<file path="config.mk">
export PLATFORM = sky130hd
export DESIGN_NAME = fec_parity_core
export DESIGN_NICKNAME = d
export VERILOG_FILES = /design/src/rtl/fec_parity_core.v
export VERILOG_INCLUDE_DIRS = /design/src /design/src/rtl
export SDC_FILE = /design/constraint.sdc
export NUM_CORES = 2
export LEC_CHECK = 0
export BUFFER_PORTS_ARGS = -buffer_cell sky130_fd_sc_hd__buf_2
export CAP_MARGIN = 20
export CORE_MARGIN = 5
export CORE_UTILIZATION = 35
export CTS_BUF_LIST = sky130_fd_sc_hd__clkbuf_16
export DETAILED_ROUTE_END_ITERATION = 7
export SYNTH_ARGS = -nofsm -noshare
export SYNTH_HDL_FRONTEND = slang
export SYNTH_SLANG_ARGS = --single-unit
</file>
<file path="constraint.sdc">
create_clock -name CLK_SYS_I -period 14.7 [get_ports CLK_SYS_I]
set_clock_uncertainty 0.15 [all_clocks]
set_input_delay 0.735 -clock CLK_SYS_I [delete_from_list [all_inputs] [get_ports CLK_SYS_I]]
set_output_delay 0.735 -clock CLK_SYS_I [all_outputs]
set_load 0.03 [all_outputs]
</file>
<file path="src/rtl/fec_defs.vh">
// Register map, field positions, reset values and timing counts of the parity repair block.
// Functional notes
// RULE1: Serialize each source packet as P, X, CC, M, PT, timestamp, length, then body.
// RULE2: Length element is the big-endian byte count beyond the 12-byte RTP header.
// RULE3: Shorter source strings are padded with zero bytes to the longest one.
// RULE4: Repair carries a 16-byte FEC header; its string XORs all protected strings.
// RULE5: First seven string bits go to repair P, X, CC and M.
// RULE6: Next 7 bits fill payload_type_rebuild_field, next 32 timestamp_rebuild_field.
// RULE7: Next 16 bits fill length recovery; remaining bits form the repair payload.
// RULE8: lowest_seq_base holds the lowest protected sequence number, wrap-aware.
// RULE9: Sender sets header-extension flag to 1 and type field to 0.
// RULE10: Mask, N, D, index, seq_base_extension are sent zero and ignored on receive.
// RULE11: Offset field carries the column count, row_total_field the row count.
// RULE12: Repair protects base plus i times columns modulo 65536, i below rows.
// RULE13: Rebuild only with the repair present and exactly one source missing.
// RULE14: Repair string uses recovery PT and timestamp; CSRC, extension, padding empty.
// RULE15: Received source strings shorter than the repair string get zero bytes.
// RULE16: Recovered string is XOR of received source strings and the repair string.
// RULE17: Rebuilt packet starts as a bare 12-byte RTP header with version 2.
// RULE18: Load P, X, CC, M and PT of the rebuilt header from the recovered string.
// RULE19: Rebuilt sequence is missing_seq_number; timestamp is the next 32 bits.
// RULE20: Next 16 bits give a byte count; append that many recovered bytes.
// RULE21: Rebuilt synchronization source is copied from the protected source stream.
// RULE22: Any method is allowed if rebuilt packets match the reference bit for bit.
// RULE23: Column and row counts are each between 1 and 255.
// RULE24: Decoder should not hold a set longer than the repair window in microseconds.
// RULE25: Repair RTP sequence, timestamp, identifier and PT follow repair flow conventions.
`ifndef FEC_DEFS_VH
`define FEC_DEFS_VH

`define FEC_REG_CTRL 8'h00
`define FEC_REG_GEOM 8'h04
`define FEC_REG_BASE 8'h08
`define FEC_REG_RHDR 8'h0C
`define FEC_REG_RTS 8'h10
`define FEC_REG_RSSRC 8'h14
`define FEC_REG_WIN 8'h18
`define FEC_REG_STAT 8'h1C
`define FEC_REG_MISS 8'h20

`define FEC_CTRL_MODE 0
`define FEC_CTRL_START 1
`define FEC_STAT_REP 3
`define FEC_STAT_REC 4
`define FEC_STAT_FAIL 5
`define FEC_STAT_FMT 6
`define FEC_STAT_GEOM 7

`define FEC_GEOM_RST 16'h0101
`define FEC_WIN_RST 32'h0000_03E8
`define FEC_RPT_RST 7'h60

`define FEC_RTP_HDR 16'h000C
`define FEC_REP_HDR 16'h001C
`define FEC_BUF_BYTES 16'h0040
`define FEC_RTP_VER 2'h2
`define FEC_HDR_EXT 1'h1
`define FEC_RESP_OK 2'h0
`define FEC_RESP_SLVERR 2'h2

`define FEC_US_NS 1000
`define FEC_CLK_NS 4
`define FEC_CYC_PER_US (`FEC_US_NS / `FEC_CLK_NS)

`endif

</file>
<file path="src/rtl/fec_parity_core.v">
// Interleaved parity repair encoder and single-loss decoder with an AXI4-Lite register slave.
//
// The address map and register access over AXI4-Lite were left to the implementer.
`timescale 1ns/1ps
`include "fec_defs.vh"

module fec_parity_core (
	input wire CLK_SYS_I,
	input wire RST_N_I,
	input wire [7:0] AWADDR_I,
	input wire AWVALID_I,
	output wire AWREADY_O,
	input wire [31:0] WDATA_I,
	input wire [3:0] WSTRB_I,
	input wire WVALID_I,
	output wire WREADY_O,
	output reg [1:0] BRESP_O,
	output reg BVALID_O,
	input wire BREADY_I,
	input wire [7:0] ARADDR_I,
	input wire ARVALID_I,
	output wire ARREADY_O,
	output reg [31:0] RDATA_O,
	output reg [1:0] RRESP_O,
	output reg RVALID_O,
	input wire RREADY_I,
	input wire [7:0] SRC_DATA_I,
	input wire SRC_VALID_I,
	input wire SRC_LAST_I,
	output wire SRC_READY_O,
	input wire [7:0] REP_DATA_I,
	input wire REP_VALID_I,
	input wire REP_LAST_I,
	output wire REP_READY_O,
	output reg [7:0] OUT_DATA_O,
	output reg OUT_VALID_O,
	output reg OUT_LAST_O,
	output reg OUT_KIND_O,
	input wire OUT_READY_I
);

localparam ST_IDLE = 3'h0;
localparam ST_RUN = 3'h1;
localparam ST_CHK = 3'h2;
localparam ST_SKIP = 3'h3;
localparam ST_OUT = 3'h4;
localparam ST_DONE = 3'h5;

function [31:0] wmerge;
	input [31:0] old_v;
	input [31:0] new_v;
	input [3:0] strb;
	integer k;
	begin
		for (k = 0; k < 4; k = k + 1) begin
			wmerge[k*8 +: 8] = strb[k] ? new_v[k*8 +: 8] : old_v[k*8 +: 8];
		end
	end
endfunction

// Sequence a is earlier than b when the 16-bit difference is negative.
function seq_lt;
	input [15:0] a;
	input [15:0] b;
	reg [15:0] d;
	begin
		d = a - b;
		seq_lt = d[15];
	end
endfunction

// ----------------------------------------------------------------------
// Register slave
// ----------------------------------------------------------------------
reg aw_have_q, w_have_q;
reg [7:0] aw_addr_q;
reg [31:0] w_data_q;
reg [3:0] w_strb_q;
reg mode_q;
reg [7:0] geom_l_q, geom_d_q;
reg [15:0] base_q, rep_seq_q;
reg [6:0] rep_pt_q;
reg [31:0] rep_ts_q, rep_ssrc_q, win_q;
reg [31:0] rd_data;
reg rd_ok;
wire wr_do = aw_have_q && w_have_q && !BVALID_O;
wire [31:0] wr_ctrl = wmerge(32'h0000_0000, w_data_q, w_strb_q);
wire [31:0] geom_w = wmerge({16'h0000, geom_d_q, geom_l_q}, w_data_q, w_strb_q);
wire [31:0] base_w = wmerge({16'h0000, base_q}, w_data_q, w_strb_q);
wire [31:0] rhdr_w = wmerge({rep_seq_q, 9'h000, rep_pt_q}, w_data_q, w_strb_q);
wire start_w = wr_do && (aw_addr_q == `FEC_REG_CTRL) && wr_ctrl[`FEC_CTRL_START];
assign AWREADY_O = !aw_have_q && !BVALID_O;
assign WREADY_O = !w_have_q && !BVALID_O;
assign ARREADY_O = !RVALID_O;

always @(posedge CLK_SYS_I or negedge RST_N_I) begin
	if (!RST_N_I) begin
		aw_have_q <= 1'b0;
		w_have_q <= 1'b0;
		aw_addr_q <= 8'h00;
		w_data_q <= 32'h0000_0000;
		w_strb_q <= 4'h0;
		BVALID_O <= 1'b0;
		BRESP_O <= `FEC_RESP_OK;
		RVALID_O <= 1'b0;
		RRESP_O <= `FEC_RESP_OK;
		RDATA_O <= 32'h0000_0000;
		mode_q <= 1'b0;
		{geom_d_q, geom_l_q} <= `FEC_GEOM_RST;
		base_q <= 16'h0000;
		rep_seq_q <= 16'h0000;
		rep_pt_q <= `FEC_RPT_RST;
		rep_ts_q <= 32'h0000_0000;
		rep_ssrc_q <= 32'h0000_0000;
		win_q <= `FEC_WIN_RST;
	end else begin
		if (AWVALID_I && AWREADY_O) begin
			aw_have_q <= 1'b1;
			aw_addr_q <= AWADDR_I;
		end
		if (WVALID_I && WREADY_O) begin
			w_have_q <= 1'b1;
			w_data_q <= WDATA_I;
			w_strb_q <= WSTRB_I;
		end
		if (wr_do) begin
			aw_have_q <= 1'b0;
			w_have_q <= 1'b0;
			BVALID_O <= 1'b1;
			BRESP_O <= `FEC_RESP_OK;
			case (aw_addr_q)
			`FEC_REG_CTRL: if (w_strb_q[0]) mode_q <= w_data_q[`FEC_CTRL_MODE];
			`FEC_REG_GEOM: {geom_d_q, geom_l_q} <= geom_w[15:0];
			`FEC_REG_BASE: base_q <= base_w[15:0];
			`FEC_REG_RHDR: begin
				rep_seq_q <= rhdr_w[31:16];
				rep_pt_q <= rhdr_w[6:0];
			end
			`FEC_REG_RTS: rep_ts_q <= wmerge(rep_ts_q, w_data_q, w_strb_q);
			`FEC_REG_RSSRC: rep_ssrc_q <= wmerge(rep_ssrc_q, w_data_q, w_strb_q);
			`FEC_REG_WIN: win_q <= wmerge(win_q, w_data_q, w_strb_q);
			`FEC_REG_STAT, `FEC_REG_MISS: BRESP_O <= `FEC_RESP_OK;
			default: BRESP_O <= `FEC_RESP_SLVERR;
			endcase
		end else if (BVALID_O && BREADY_I) begin
			BVALID_O <= 1'b0;
		end
		if (ARVALID_I && ARREADY_O) begin
			RVALID_O <= 1'b1;
			RDATA_O <= rd_data;
			RRESP_O <= rd_ok ? `FEC_RESP_OK : `FEC_RESP_SLVERR;
		end else if (RVALID_O && RREADY_I) begin
			RVALID_O <= 1'b0;
		end
	end
end

// ----------------------------------------------------------------------
// Packet engine state
// ----------------------------------------------------------------------
reg [2:0] st_q;
reg [15:0] idx_q, seq_q, lenrec_q, max_len_q, sum_q, low_q, miss_q, chk_acc_q, oidx_q, otot_q, rep_sent_q;
reg [7:0] b0_q, b1_q, cnt_q, chk_i_q;
reg [31:0] ts_q, ssrc_q, div_q, us_q;
reg [61:0] hdr_q;
reg [7:0] buf_q [0:63];
reg own_rep_q, rep_have_q, have_low_q, rec_q, fail_q, fmt_q, geom_err_q;
reg [7:0] ob;

wire at_start = (idx_q == 16'h0000);
wire rep_pick = mode_q && REP_VALID_I;
wire rep_now = at_start ? rep_pick : own_rep_q;
wire [7:0] din = rep_now ? REP_DATA_I : SRC_DATA_I;
wire dlast = rep_now ? REP_LAST_I : SRC_LAST_I;
wire [15:0] off = rep_now ? `FEC_REP_HDR : `FEC_RTP_HDR;
wire [15:0] pos = idx_q - off;
wire [15:0] len_w = idx_q + 16'h0001 - off;
wire [15:0] diff = seq_q - base_q;
wire [15:0] tri_w = (geom_d_q * (geom_d_q - 8'h01)) >> 1;
wire [15:0] miss_i = tri_w - sum_q;
wire [15:0] miss_seq = base_q + miss_i * {8'h00, geom_l_q};
wire fin_enc = !mode_q && (cnt_q == geom_d_q);
wire fin_rec = mode_q && rep_have_q && (cnt_q == geom_d_q - 8'h01);
wire fin_full = mode_q && (cnt_q == geom_d_q);
wire tmo = mode_q && (us_q >= win_q);
wire stop = (st_q == ST_RUN) && at_start && (fin_enc || fin_rec || fin_full || tmo);
wire flowing = ((st_q == ST_RUN) && !stop) || (st_q == ST_SKIP);
assign REP_READY_O = flowing && (at_start ? rep_pick : own_rep_q);
assign SRC_READY_O = flowing && (at_start ? !rep_pick : !own_rep_q);
wire take = (REP_READY_O && REP_VALID_I) || (SRC_READY_O && SRC_VALID_I);
wire buf_we = take && (st_q == ST_RUN) && (idx_q >= off) && (pos < `FEC_BUF_BYTES);
wire geom_ok = (geom_l_q != 8'h00) && (geom_d_q != 8'h00);
wire [15:0] rseq = rep_seq_q + rep_sent_q;

// Zero-extended XOR of every string into one buffer pads shorter strings for free.
always @(posedge CLK_SYS_I or negedge RST_N_I) begin : buf_proc
	integer k;
	if (!RST_N_I) begin
		for (k = 0; k < 64; k = k + 1) begin
			buf_q[k] <= 8'h00;
		end
	end else if (start_w) begin
		for (k = 0; k < 64; k = k + 1) begin
			buf_q[k] <= 8'h00;
		end
	end else if (buf_we) begin
		buf_q[pos[5:0]] <= buf_q[pos[5:0]] ^ din; // RULE3 RULE15 RULE16
	end
end

// ----------------------------------------------------------------------
// Outgoing packet bytes
// ----------------------------------------------------------------------
always @* begin : ob_proc
	reg [15:0] bp;
	bp = oidx_q - (OUT_KIND_O ? `FEC_RTP_HDR : `FEC_REP_HDR);
	ob = (bp < `FEC_BUF_BYTES) ? buf_q[bp[5:0]] : 8'h00;
	if (!OUT_KIND_O) begin
		case (oidx_q)
		16'h0000: ob = {`FEC_RTP_VER, hdr_q[61:56]}; // RULE5
		16'h0001: ob = {hdr_q[55], rep_pt_q}; // RULE5 RULE25
		16'h0002: ob = rseq[15:8]; // RULE25
		16'h0003: ob = rseq[7:0];
		16'h0004: ob = rep_ts_q[31:24];
		16'h0005: ob = rep_ts_q[23:16];
		16'h0006: ob = rep_ts_q[15:8];
		16'h0007: ob = rep_ts_q[7:0];
		16'h0008: ob = rep_ssrc_q[31:24];
		16'h0009: ob = rep_ssrc_q[23:16];
		16'h000A: ob = rep_ssrc_q[15:8];
		16'h000B: ob = rep_ssrc_q[7:0];
		16'h000C: ob = low_q[15:8]; // RULE8
		16'h000D: ob = low_q[7:0];
		16'h000E: ob = hdr_q[15:8]; // RULE7
		16'h000F: ob = hdr_q[7:0];
		16'h0010: ob = {`FEC_HDR_EXT, hdr_q[54:48]}; // RULE6 RULE9
		16'h0014: ob = hdr_q[47:40]; // RULE6
		16'h0015: ob = hdr_q[39:32];
		16'h0016: ob = hdr_q[31:24];
		16'h0017: ob = hdr_q[23:16];
		16'h0019: ob = geom_l_q; // RULE11
		16'h001A: ob = geom_d_q; // RULE11
		16'h0011, 16'h0012, 16'h0013, 16'h0018, 16'h001B: ob = 8'h00; // RULE4 RULE9 RULE10
		default: ob = ob; // RULE7
		endcase
	end else begin
		case (oidx_q)
		16'h0000: ob = {`FEC_RTP_VER, hdr_q[61:56]}; // RULE17 RULE18
		16'h0001: ob = hdr_q[55:48]; // RULE18
		16'h0002: ob = miss_q[15:8]; // RULE19
		16'h0003: ob = miss_q[7:0];
		16'h0004: ob = hdr_q[47:40]; // RULE19
		16'h0005: ob = hdr_q[39:32];
		16'h0006: ob = hdr_q[31:24];
		16'h0007: ob = hdr_q[23:16];
		16'h0008: ob = ssrc_q[31:24]; // RULE21
		16'h0009: ob = ssrc_q[23:16];
		16'h000A: ob = ssrc_q[15:8];
		16'h000B: ob = ssrc_q[7:0];
		default: ob = ob; // RULE20
		endcase
	end
end

// ----------------------------------------------------------------------
// Packet engine
// ----------------------------------------------------------------------
always @(posedge CLK_SYS_I or negedge RST_N_I) begin
	if (!RST_N_I) begin
		st_q <= ST_IDLE;
		{idx_q, seq_q, lenrec_q, max_len_q, sum_q, low_q, miss_q} <= 112'h0;
		{chk_acc_q, oidx_q, otot_q, rep_sent_q} <= 64'h0;
		{b0_q, b1_q, cnt_q, chk_i_q} <= 32'h0;
		{ts_q, ssrc_q, div_q, us_q} <= 128'h0;
		hdr_q <= 62'h0;
		{own_rep_q, rep_have_q, have_low_q, rec_q, fail_q, fmt_q, geom_err_q} <= 7'h00;
		{OUT_DATA_O, OUT_VALID_O, OUT_LAST_O, OUT_KIND_O} <= 11'h000;
	end else if (start_w) begin
		{idx_q, max_len_q, sum_q, cnt_q, div_q, us_q, hdr_q} <= 182'h0;
		{rep_have_q, have_low_q, rec_q, fail_q, fmt_q, own_rep_q} <= 6'h00;
		{OUT_VALID_O, OUT_LAST_O} <= 2'h0;
		geom_err_q <= !geom_ok; // RULE23
		st_q <= geom_ok ? ST_RUN : ST_IDLE; // RULE23
	end else begin
		// Repair window, counted in microseconds while the set is open.
		if (mode_q && (st_q == ST_RUN || st_q == ST_CHK || st_q == ST_SKIP)) begin
			if (div_q == `FEC_CYC_PER_US - 1) begin
				div_q <= 32'h0000_0000;
				us_q <= us_q + 32'h0000_0001; // RULE24
			end else begin
				div_q <= div_q + 32'h0000_0001;
			end
		end
		case (st_q)
		ST_RUN, ST_SKIP: begin
			if (stop) begin
				if (fin_enc) begin
					st_q <= ST_OUT;
					OUT_KIND_O <= 1'b0;
					otot_q <= `FEC_REP_HDR + max_len_q; // RULE4 RULE7
					oidx_q <= 16'h0000;
				end else if (fin_rec) begin
					st_q <= ST_OUT; // RULE13
					OUT_KIND_O <= 1'b1;
					miss_q <= miss_seq; // RULE12 RULE19
					otot_q <= `FEC_RTP_HDR + hdr_q[15:0]; // RULE20
					oidx_q <= 16'h0000;
				end else begin
					st_q <= ST_DONE;
					fail_q <= !fin_full; // RULE13 RULE24
				end
			end else if (take) begin
				idx_q <= idx_q + 16'h0001;
				if (at_start) own_rep_q <= rep_now;
				if (st_q == ST_RUN) begin
					if (!rep_now) begin
						case (idx_q)
						16'h0000: b0_q <= din;
						16'h0001: b1_q <= din;
						16'h0002, 16'h0003: seq_q <= {seq_q[7:0], din};
						16'h0004, 16'h0005, 16'h0006, 16'h0007: ts_q <= {ts_q[23:0], din};
						16'h0008, 16'h0009, 16'h000A, 16'h000B: ssrc_q <= {ssrc_q[23:0], din}; // RULE21
						default: ;
						endcase
						if ((idx_q == 16'h0003) && !dlast) begin
							st_q <= ST_CHK;
							chk_i_q <= 8'h00;
							chk_acc_q <= 16'h0000;
						end
					end else begin
						case (idx_q)
						16'h0000: b0_q <= din;
						16'h0001: b1_q <= din; // RULE14
						16'h000C, 16'h000D: seq_q <= {seq_q[7:0], din};
						16'h000E, 16'h000F: lenrec_q <= {lenrec_q[7:0], din};
						16'h0010: b1_q <= {b1_q[7], din[6:0]}; // RULE14
						16'h0014, 16'h0015, 16'h0016, 16'h0017: ts_q <= {ts_q[23:0], din}; // RULE14
						default: ;
						endcase
						// Only one repair per set, and only the one whose base matches.
						if ((idx_q == 16'h000D) && !dlast && (rep_have_q || ({seq_q[7:0], din} != base_q))) begin
							st_q <= ST_SKIP; // RULE10 RULE12
						end
					end
				end
				if (dlast) begin
					idx_q <= 16'h0000;
					st_q <= ST_RUN;
					if ((st_q == ST_RUN) && (idx_q + 16'h0001 >= off)) begin
						if (len_w > max_len_q) max_len_q <= len_w; // RULE3 RULE15
						if (rep_now) begin
							hdr_q <= hdr_q ^ {b0_q[5:0], b1_q, ts_q, lenrec_q}; // RULE14 RULE16
							rep_have_q <= 1'b1;
						end else begin
							hdr_q <= hdr_q ^ {b0_q[5:0], b1_q, ts_q, len_w}; // RULE1 RULE2 RULE4
							cnt_q <= cnt_q + 8'h01;
							sum_q <= sum_q + {8'h00, chk_i_q};
							if (!have_low_q || seq_lt(seq_q, low_q)) begin
								low_q <= seq_q; // RULE8
							end
							have_low_q <= 1'b1;
						end
					end else if (st_q == ST_RUN) begin
						fmt_q <= 1'b1;
					end
				end
				if (buf_we == 1'b0 && (st_q == ST_RUN) && (pos >= `FEC_BUF_BYTES) && (idx_q >= off)) begin
					fmt_q <= 1'b1;
				end
			end
		end
		ST_CHK: begin
			if (chk_acc_q == diff) begin
				st_q <= ST_RUN; // RULE12
			end else if (chk_i_q == geom_d_q - 8'h01) begin
				st_q <= ST_SKIP;
			end else begin
				chk_i_q <= chk_i_q + 8'h01;
				chk_acc_q <= chk_acc_q + {8'h00, geom_l_q}; // RULE12
			end
		end
		ST_OUT: begin
			if (!OUT_VALID_O || OUT_READY_I) begin
				if (oidx_q != otot_q) begin
					OUT_VALID_O <= 1'b1;
					OUT_DATA_O <= ob; // RULE22
					OUT_LAST_O <= (oidx_q == otot_q - 16'h0001);
					oidx_q <= oidx_q + 16'h0001;
				end else begin
					OUT_VALID_O <= 1'b0;
					OUT_LAST_O <= 1'b0;
					st_q <= ST_DONE;
					if (OUT_KIND_O) rec_q <= 1'b1;
					else rep_sent_q <= rep_sent_q + 16'h0001; // RULE25
				end
			end
		end
		default: ;
		endcase
	end
end

always @* begin
	rd_ok = 1'b1;
	case (ARADDR_I)
	`FEC_REG_CTRL: rd_data = {31'h0000_0000, mode_q};
	`FEC_REG_GEOM: rd_data = {16'h0000, geom_d_q, geom_l_q};
	`FEC_REG_BASE: rd_data = {16'h0000, base_q};
	`FEC_REG_RHDR: rd_data = {rep_seq_q, 9'h000, rep_pt_q};
	`FEC_REG_RTS: rd_data = rep_ts_q;
	`FEC_REG_RSSRC: rd_data = rep_ssrc_q;
	`FEC_REG_WIN: rd_data = win_q;
	`FEC_REG_STAT: rd_data = {16'h0000, cnt_q, geom_err_q, fmt_q, fail_q, rec_q, rep_have_q, st_q};
	`FEC_REG_MISS: rd_data = {low_q, miss_q};
	default: begin
		rd_data = 32'h0000_0000;
		rd_ok = 1'b0;
	end
	endcase
end

endmodule

</file>
Word-level counts from Yosys, hierarchy flattened
Index checks and enable logic that the tools add are counted.
{ "classes": {"add_sub_neg": 22, "multipliers": 2, "n_lt_le_gt_ge": 10, "n_eq_ne": 102, "n_mux": 169, "bitwise": 12, "reduce_logical": 150} }
{ "op_table": {"columns": ["operator", "n"], "rows": [
  ["512-bit 2-to-1 mux", 2],
  ["16-bit 2-to-1 mux", 36],
  ["512-bit bitwise mux", 1],
  ["62-bit 2-to-1 mux", 7],
  ["32-bit 2-to-1 mux", 9],
  ["32-bit one-hot mux with 9 select lines", 1],
  ["16-bit by 5-bit == test with 1-bit output (second input constant)", 17],
  ["16-bit by 4-bit == test with 1-bit output (second input constant)", 16],
  ["8-bit 2-to-1 mux", 24],
  ["8-bit one-hot mux with 24 select lines", 1],
  ["16-bit by 3-bit == test with 1-bit output (second input constant)", 8],
  ["62-bit bitwise XOR", 2],
  ["8-bit binary-select mux with 6-bit select", 2],
  ["8-bit one-hot mux with 12 select lines", 1],
  ["32-bit by 1-bit adder with 32-bit output (second input constant)", 2],
  ["16-bit by 2-bit == test with 1-bit output (second input constant)", 4],
  ["8-bit by 5-bit == test with 1-bit output (second input constant)", 8],
  ["16-bit one-hot mux with 2 select lines", 2],
  ["3-bit AND reduction", 21],
  ["1-bit 2-to-1 mux", 62],
  ["2-bit nonzero test", 25],
  ["16-bit by 1-bit adder with 16-bit output (second input constant)", 3],
  ["8-bit demux with 6-bit select", 1],
  ["16-bit by 5-bit subtractor with 16-bit output", 3],
  ["other kinds (65)", 209]
]} }
{ "totals": {"reg_bits": 1165, "in_bits": 80, "out_inout_bits": 54} }

Depth between registers and ports, before layout
{ "logic_depth": {"ltp_word": 25, "ltp_mapped": 49, "mapped_depth_nobuf": 46} }

Least setup slack after synthesis
OpenSTA, ideal clock, no wires.
{ "synth_timing": {"kind": "register -> register", "start": "register geom_d_q[0]", "end": "register miss_q[15]", "setup_time_ns": 0.086, "arrival_time_ns": 10.779, "required_time_ns": 14.464, "setup_slack_ns": 3.686, "path_stages_with_launch": 46, "n_path_buf": 3, "cell_sequence": "dfstp_2 -> buf_2 -> inv_1 -> clkbuf_1 -> ha_1 -> inv_1 -> or3_1 -> or3_1 -> ha_1 -> clkbuf_1 -> nor2b_1 -> fa_1 -> inv_1 -> fa_1 -> fa_1 -> fa_1 -> fa_1 -> inv_1 -> (+10 left out) -> nor2b_1 -> xnor2_1 -> nand2_1 -> fa_1 -> fa_1 -> inv_1 -> fa_1 -> inv_1 -> fa_1 -> inv_1 -> ha_1 -> and3_1 -> a211o_1 -> a21o_1 -> a21oi_1 -> xnor2_1 -> xnor3_1 -> o21ai_0"} }
{ "synth_between": {"elab_chain_len": 8, "elab_cells_between_ends": 17} }
{ "synth_rtl": {"columns": ["element", "line", "text"], "rows": [
  ["from (decl)", "fec_parity_core.v:80", "reg [7:0] geom_l_q, geom_d_q;"],
  ["from (signal assigned)", "fec_parity_core.v:109", "{geom_d_q, geom_l_q} <= `FEC_GEOM_RST;"],
  ["from (signal assigned)", "fec_parity_core.v:133", "`FEC_REG_GEOM: {geom_d_q, geom_l_q} <= geom_w[15:0];"],
  ["parallel branches: the longest is 8 deep, another holds 9-bit by 9-bit multiplier with 16-bit output", null, null],
  ["to (signal assigned)", "fec_parity_core.v:305", "miss_q <= miss_seq;"],
  ["to (decl)", "fec_parity_core.v:162", "reg [15:0] idx_q, seq_q, lenrec_q, max_len_q, sum_q, low_q, miss_q, chk_acc_q, oidx_q, otot_q, rep_sent_q;"]
]} }
Several ways; the timed one is not identified.
A chain may end at the register's enable or synchronous reset.

Final worst setup path
Ends and elaborated chain as after synthesis.

==> out/metrics.csv <==
metric;value;unit
DRC errors left;4;
dominant cell type by area after synthesis;dfrtp_1;
Comb pwr share;47.3;%
Tot GR Track Use;22.9;%
die area;213000;sq um
depth of the CTS H-tree;4;
first-pass GRT wire length;371000;um
Die H;462;um
Setup WS pre-CTS;2.68;ns
Avg WL per Cell;25.5;um
most used cell, CP;fa_1;
Sink Count;1163;
post-synthesis compound-gate area fraction;10.4;%
#FFs+latches synth;1163;
Antenna Nets Post-Route;0;
IO Pins;134;
Synth Instances;6958;
unrepaired setup endpoints after global routing;no;
final hold violation count;0;
Critical-path top delay cell;nor4_1;
Period minus WS final;12.19;ns
Post-Synth XOR/XNOR Area;4.41;%
clk slew on worst S/H paths;0.06;ns
Worst-Skew Late Latency;0.82;ns
Iter 0 DRT Violations;6109;
commonest non-fill, non-tap cell in the layout;dfrtp_1;
synth top area cells;dfrtp_1 40%, mux2i_1 8.5%, mux4_2 5.1%;
Initial Util;35.3;%
Post-Syn Area;71400;sq um
Clock Tree Buf Depth;3;
register area share after synthesis;40.8;%
largest net degree at the start of global routing;232;
ratio of final minimum period to clock period;82.9;%
most used flip-flop cell after synthesis;dfrtp_1;
GPL Wtd Cong;0.950;
Worst EP required;15.23;ns
Via-to-Cell Ratio;5.83;
power density over the cells;173;nW/um^2
CTS tree;yes;
Die W;462;um
Critical Path Start Type;flip-flop;
worst slew pin tran;1.26;ns
commonest non-fill, non-tap cells in the layout;1149 x dfrtp_1, 840 x nor2_1, 603 x mux2i_1;
DR vias;56700;
status;finished with violations;
main combinational cell family by area after synthesis;multiplexers;
num rows;165;
CP peak stage delay;0.60;ns
layout cell share with drive strength beyond 1;14.8;%
first drt pass iteration count;8;
final WL;248000;um
Yosys warning total;0;
leakage power;38.1;nW
Async S/R FF share, synth;100;%
vias in the first global route;55600;
initial antenna violation count;19;
Pins Over Slew Limit;0;
Worst Setup Path Type;reg2reg;
Port Buf Inserts;131;
Layout area overhead;11.9;%
simple-gate share of the synthesized area;14.2;%
Adder-Cell Fraction of Synth Area;7.45;%
root buffer selected by CTS;clkbuf_16;
Internal;7.64;mW
violated checks;design-rule violations;
setup TNS;0;ns
switching share of power;44.8;%
fraction of power consumed by sequential logic;27.2;%
Mean Syn Cell Area;10.3;sq um
Synth cell types;100;
Final nets;7358;
CTS Buf Count;136;
EDFF count, synth;0;
VDD IR max;776;uV
Final setup viols;0;
multiplexer area fraction after synthesis;18.5;%
crit path max fanout;12;
Final WS setup;2.51;ns
worst path arrival time;12.72;ns
Sw Pwr;6.19;mW
clock power share;25.5;%
Crit. End Element;flip-flop;
global route overflow;0;
Pwr Total;13.8;mW
headroom to the max-slew limit;15.1;%
area of the core;203000;sq um
Max Freq;82.0;MHz
dpl hpwl;171000;um
HP Class;in2reg;
post-CTS setup buffers;0;
top-area cell type share of the netlist area;40.4;%
Max Cap Viol;0;
==> cell type report <==
class / instances / area (sq um)
fill: 19700 / 123000
multi-input combinational: 5017 / 39500
sequential: 1163 / 29100
clock buffer: 138 / 3450
tap: 2672 / 3340
timing repair buffer: 288 / 2050
inverter: 320 / 1200
clock inverter: 112 / 1190
antenna: 10 / 25.0
==> power by group through the flow <==
| stage | Sequential (mW) | Combinational, mW | Clock [mW] |
|---|---|---|---|
| 2_1_floorplan | 3.61 | 4.44 | 0 |
| 3_3_place_gp | 3.81 | 6.36 | 0 |
| 3_5_place_dp | 3.82 | 6.38 | 0 |
| 4_1_cts | 3.76 | 6.45 | 3.59 |
| 5_1_grt | 3.78 | 7.03 | 3.72 |
| 6_report | 3.77 | 6.54 | 3.52 |
==> worst paths after layout <==
| check | startpoint | to | slack (ns) | cells after the start |
|---|---|---|---|---|
| max | geom_d_q[0]$_DFFE_PN1P_ | miss_q[15]$_DFFE_PN0P_ | 2.51 | 40 |
| min | WDATA_I[20] | w_data_q[20]$_DFFE_PN0P_ | 0.05 | 2 |
| max reg2reg | geom_d_q[0]$_DFFE_PN1P_ | miss_q[15]$_DFFE_PN0P_ | 2.51 | 40 |
| min reg2reg | RRESP_O[1]$_DFFE_PN0P_ | RRESP_O[1]$_DFFE_PN0P_ | 0.32 | 2 |
| max in group asynchronous | RST_N_I | us_q[25]$_DFFE_PN0P_ | 10.91 | 5 |
| min in group asynchronous | RST_N_I | chk_acc_q[8]$_DFFE_PN0P_ | 0.44 | 2 |
==> synthesized netlist by cell type (11+ instances only) <==
cell type and count:
a211oi_1 24, a21o_1 54, a21oi_1 200, a221oi_1 38, a22o_1 38, a22oi_1 75
a31oi_1 28, and2_1 56, and3_1 56, buf_1 32, buf_2 86, clkbuf_1 333
dfrtp_1 1153, fa_1 122, ha_1 230, inv_1 316, mux2_2 299, mux2i_1 608
mux4_2 162, nand2_1 480, nand2b_1 43, nand3_1 137, nand3_2 20, nand4_1 80
nor2_1 840, nor2b_1 53, nor3_1 76, nor3_4 30, nor4_1 94, o2111ai_1 11
o211ai_1 20, o21a_1 15, o21ai_0 224, o21bai_1 19, o221ai_1 15, o22a_1 12
o22ai_1 256, o31ai_1 38, or2_2 11, or3_1 51, or4_1 13, xnor2_1 181
xor2_1 164
==> metal layers <==
metal	global-route usage (%)	vias up	part of all wire, %
met5	0	-	0
met2	35.2	2608	45
met1	30.7	28700	41
li1	-	24800	-
met4	10.6	0	5.2
met3	5.08	580	8.6
==> state kept, by name (all words and copies together), names as in the netlist, 32 cells and up <==
register,count
RDATA_O,32
buf_q,512
div_q,32
hdr_q,62
rep_ssrc_q,32
rep_ts_q,32
ssrc_q,32
ts_q,32
us_q,32
w_data_q,32
win_q,32
==> logic make-up (layout without fill, tap and decap cells) <==
group,Yosys count,in the layout
and+or+nand+nor,2093,2093
xor gates and xnor gates,352,352
adders and majority gates,352,352
DFF,1163,1163
buffers and inverters,779,858
muxes,1080,1080
AOI/OAI and AO/OA,1138,1138
other,1,12
==> worst max-delay path, delay by kind of cell, from the launching register on <==
kind / cells / cell delay (ns)
flops: 1 / 0.46
xor+xnor: 4 / 0.93
fa+ha+maj: 13 / 5.44
buf+inv: 8 / 0.97
simple gates: 9 / 2.77
compound gates: 6 / 1.35
==> per-stage QoR <==
step | cell area (sq um) | hold WS (ns) | cells | utilization (%)
6_report | 79900 | 0.0509 | 9720 | 39.4
5_1_grt | 79900 | 0.0163 | 9710 | 39.4
4_1_cts | 79700 | 0.000947 | 9699 | 39.4
3_5_place_dp | 74700 | 0.310 | 9410 | 36.9
3_3_place_gp | 74700 | 0.306 | 9407 | 36.9
2_1_floorplan | 71400 | 0.289 | 6959 | -
==> timing repair <==
| action | 4_1_cts | 5_1_grt |
|---|---|---|
| endpoints found under the hold margin | 129 | 0 |
| hold buffers | 39 | 0 |
| gates resized for setup | 0 | 0 |
No activity file was read; power rests on OpenSTA's default activity.
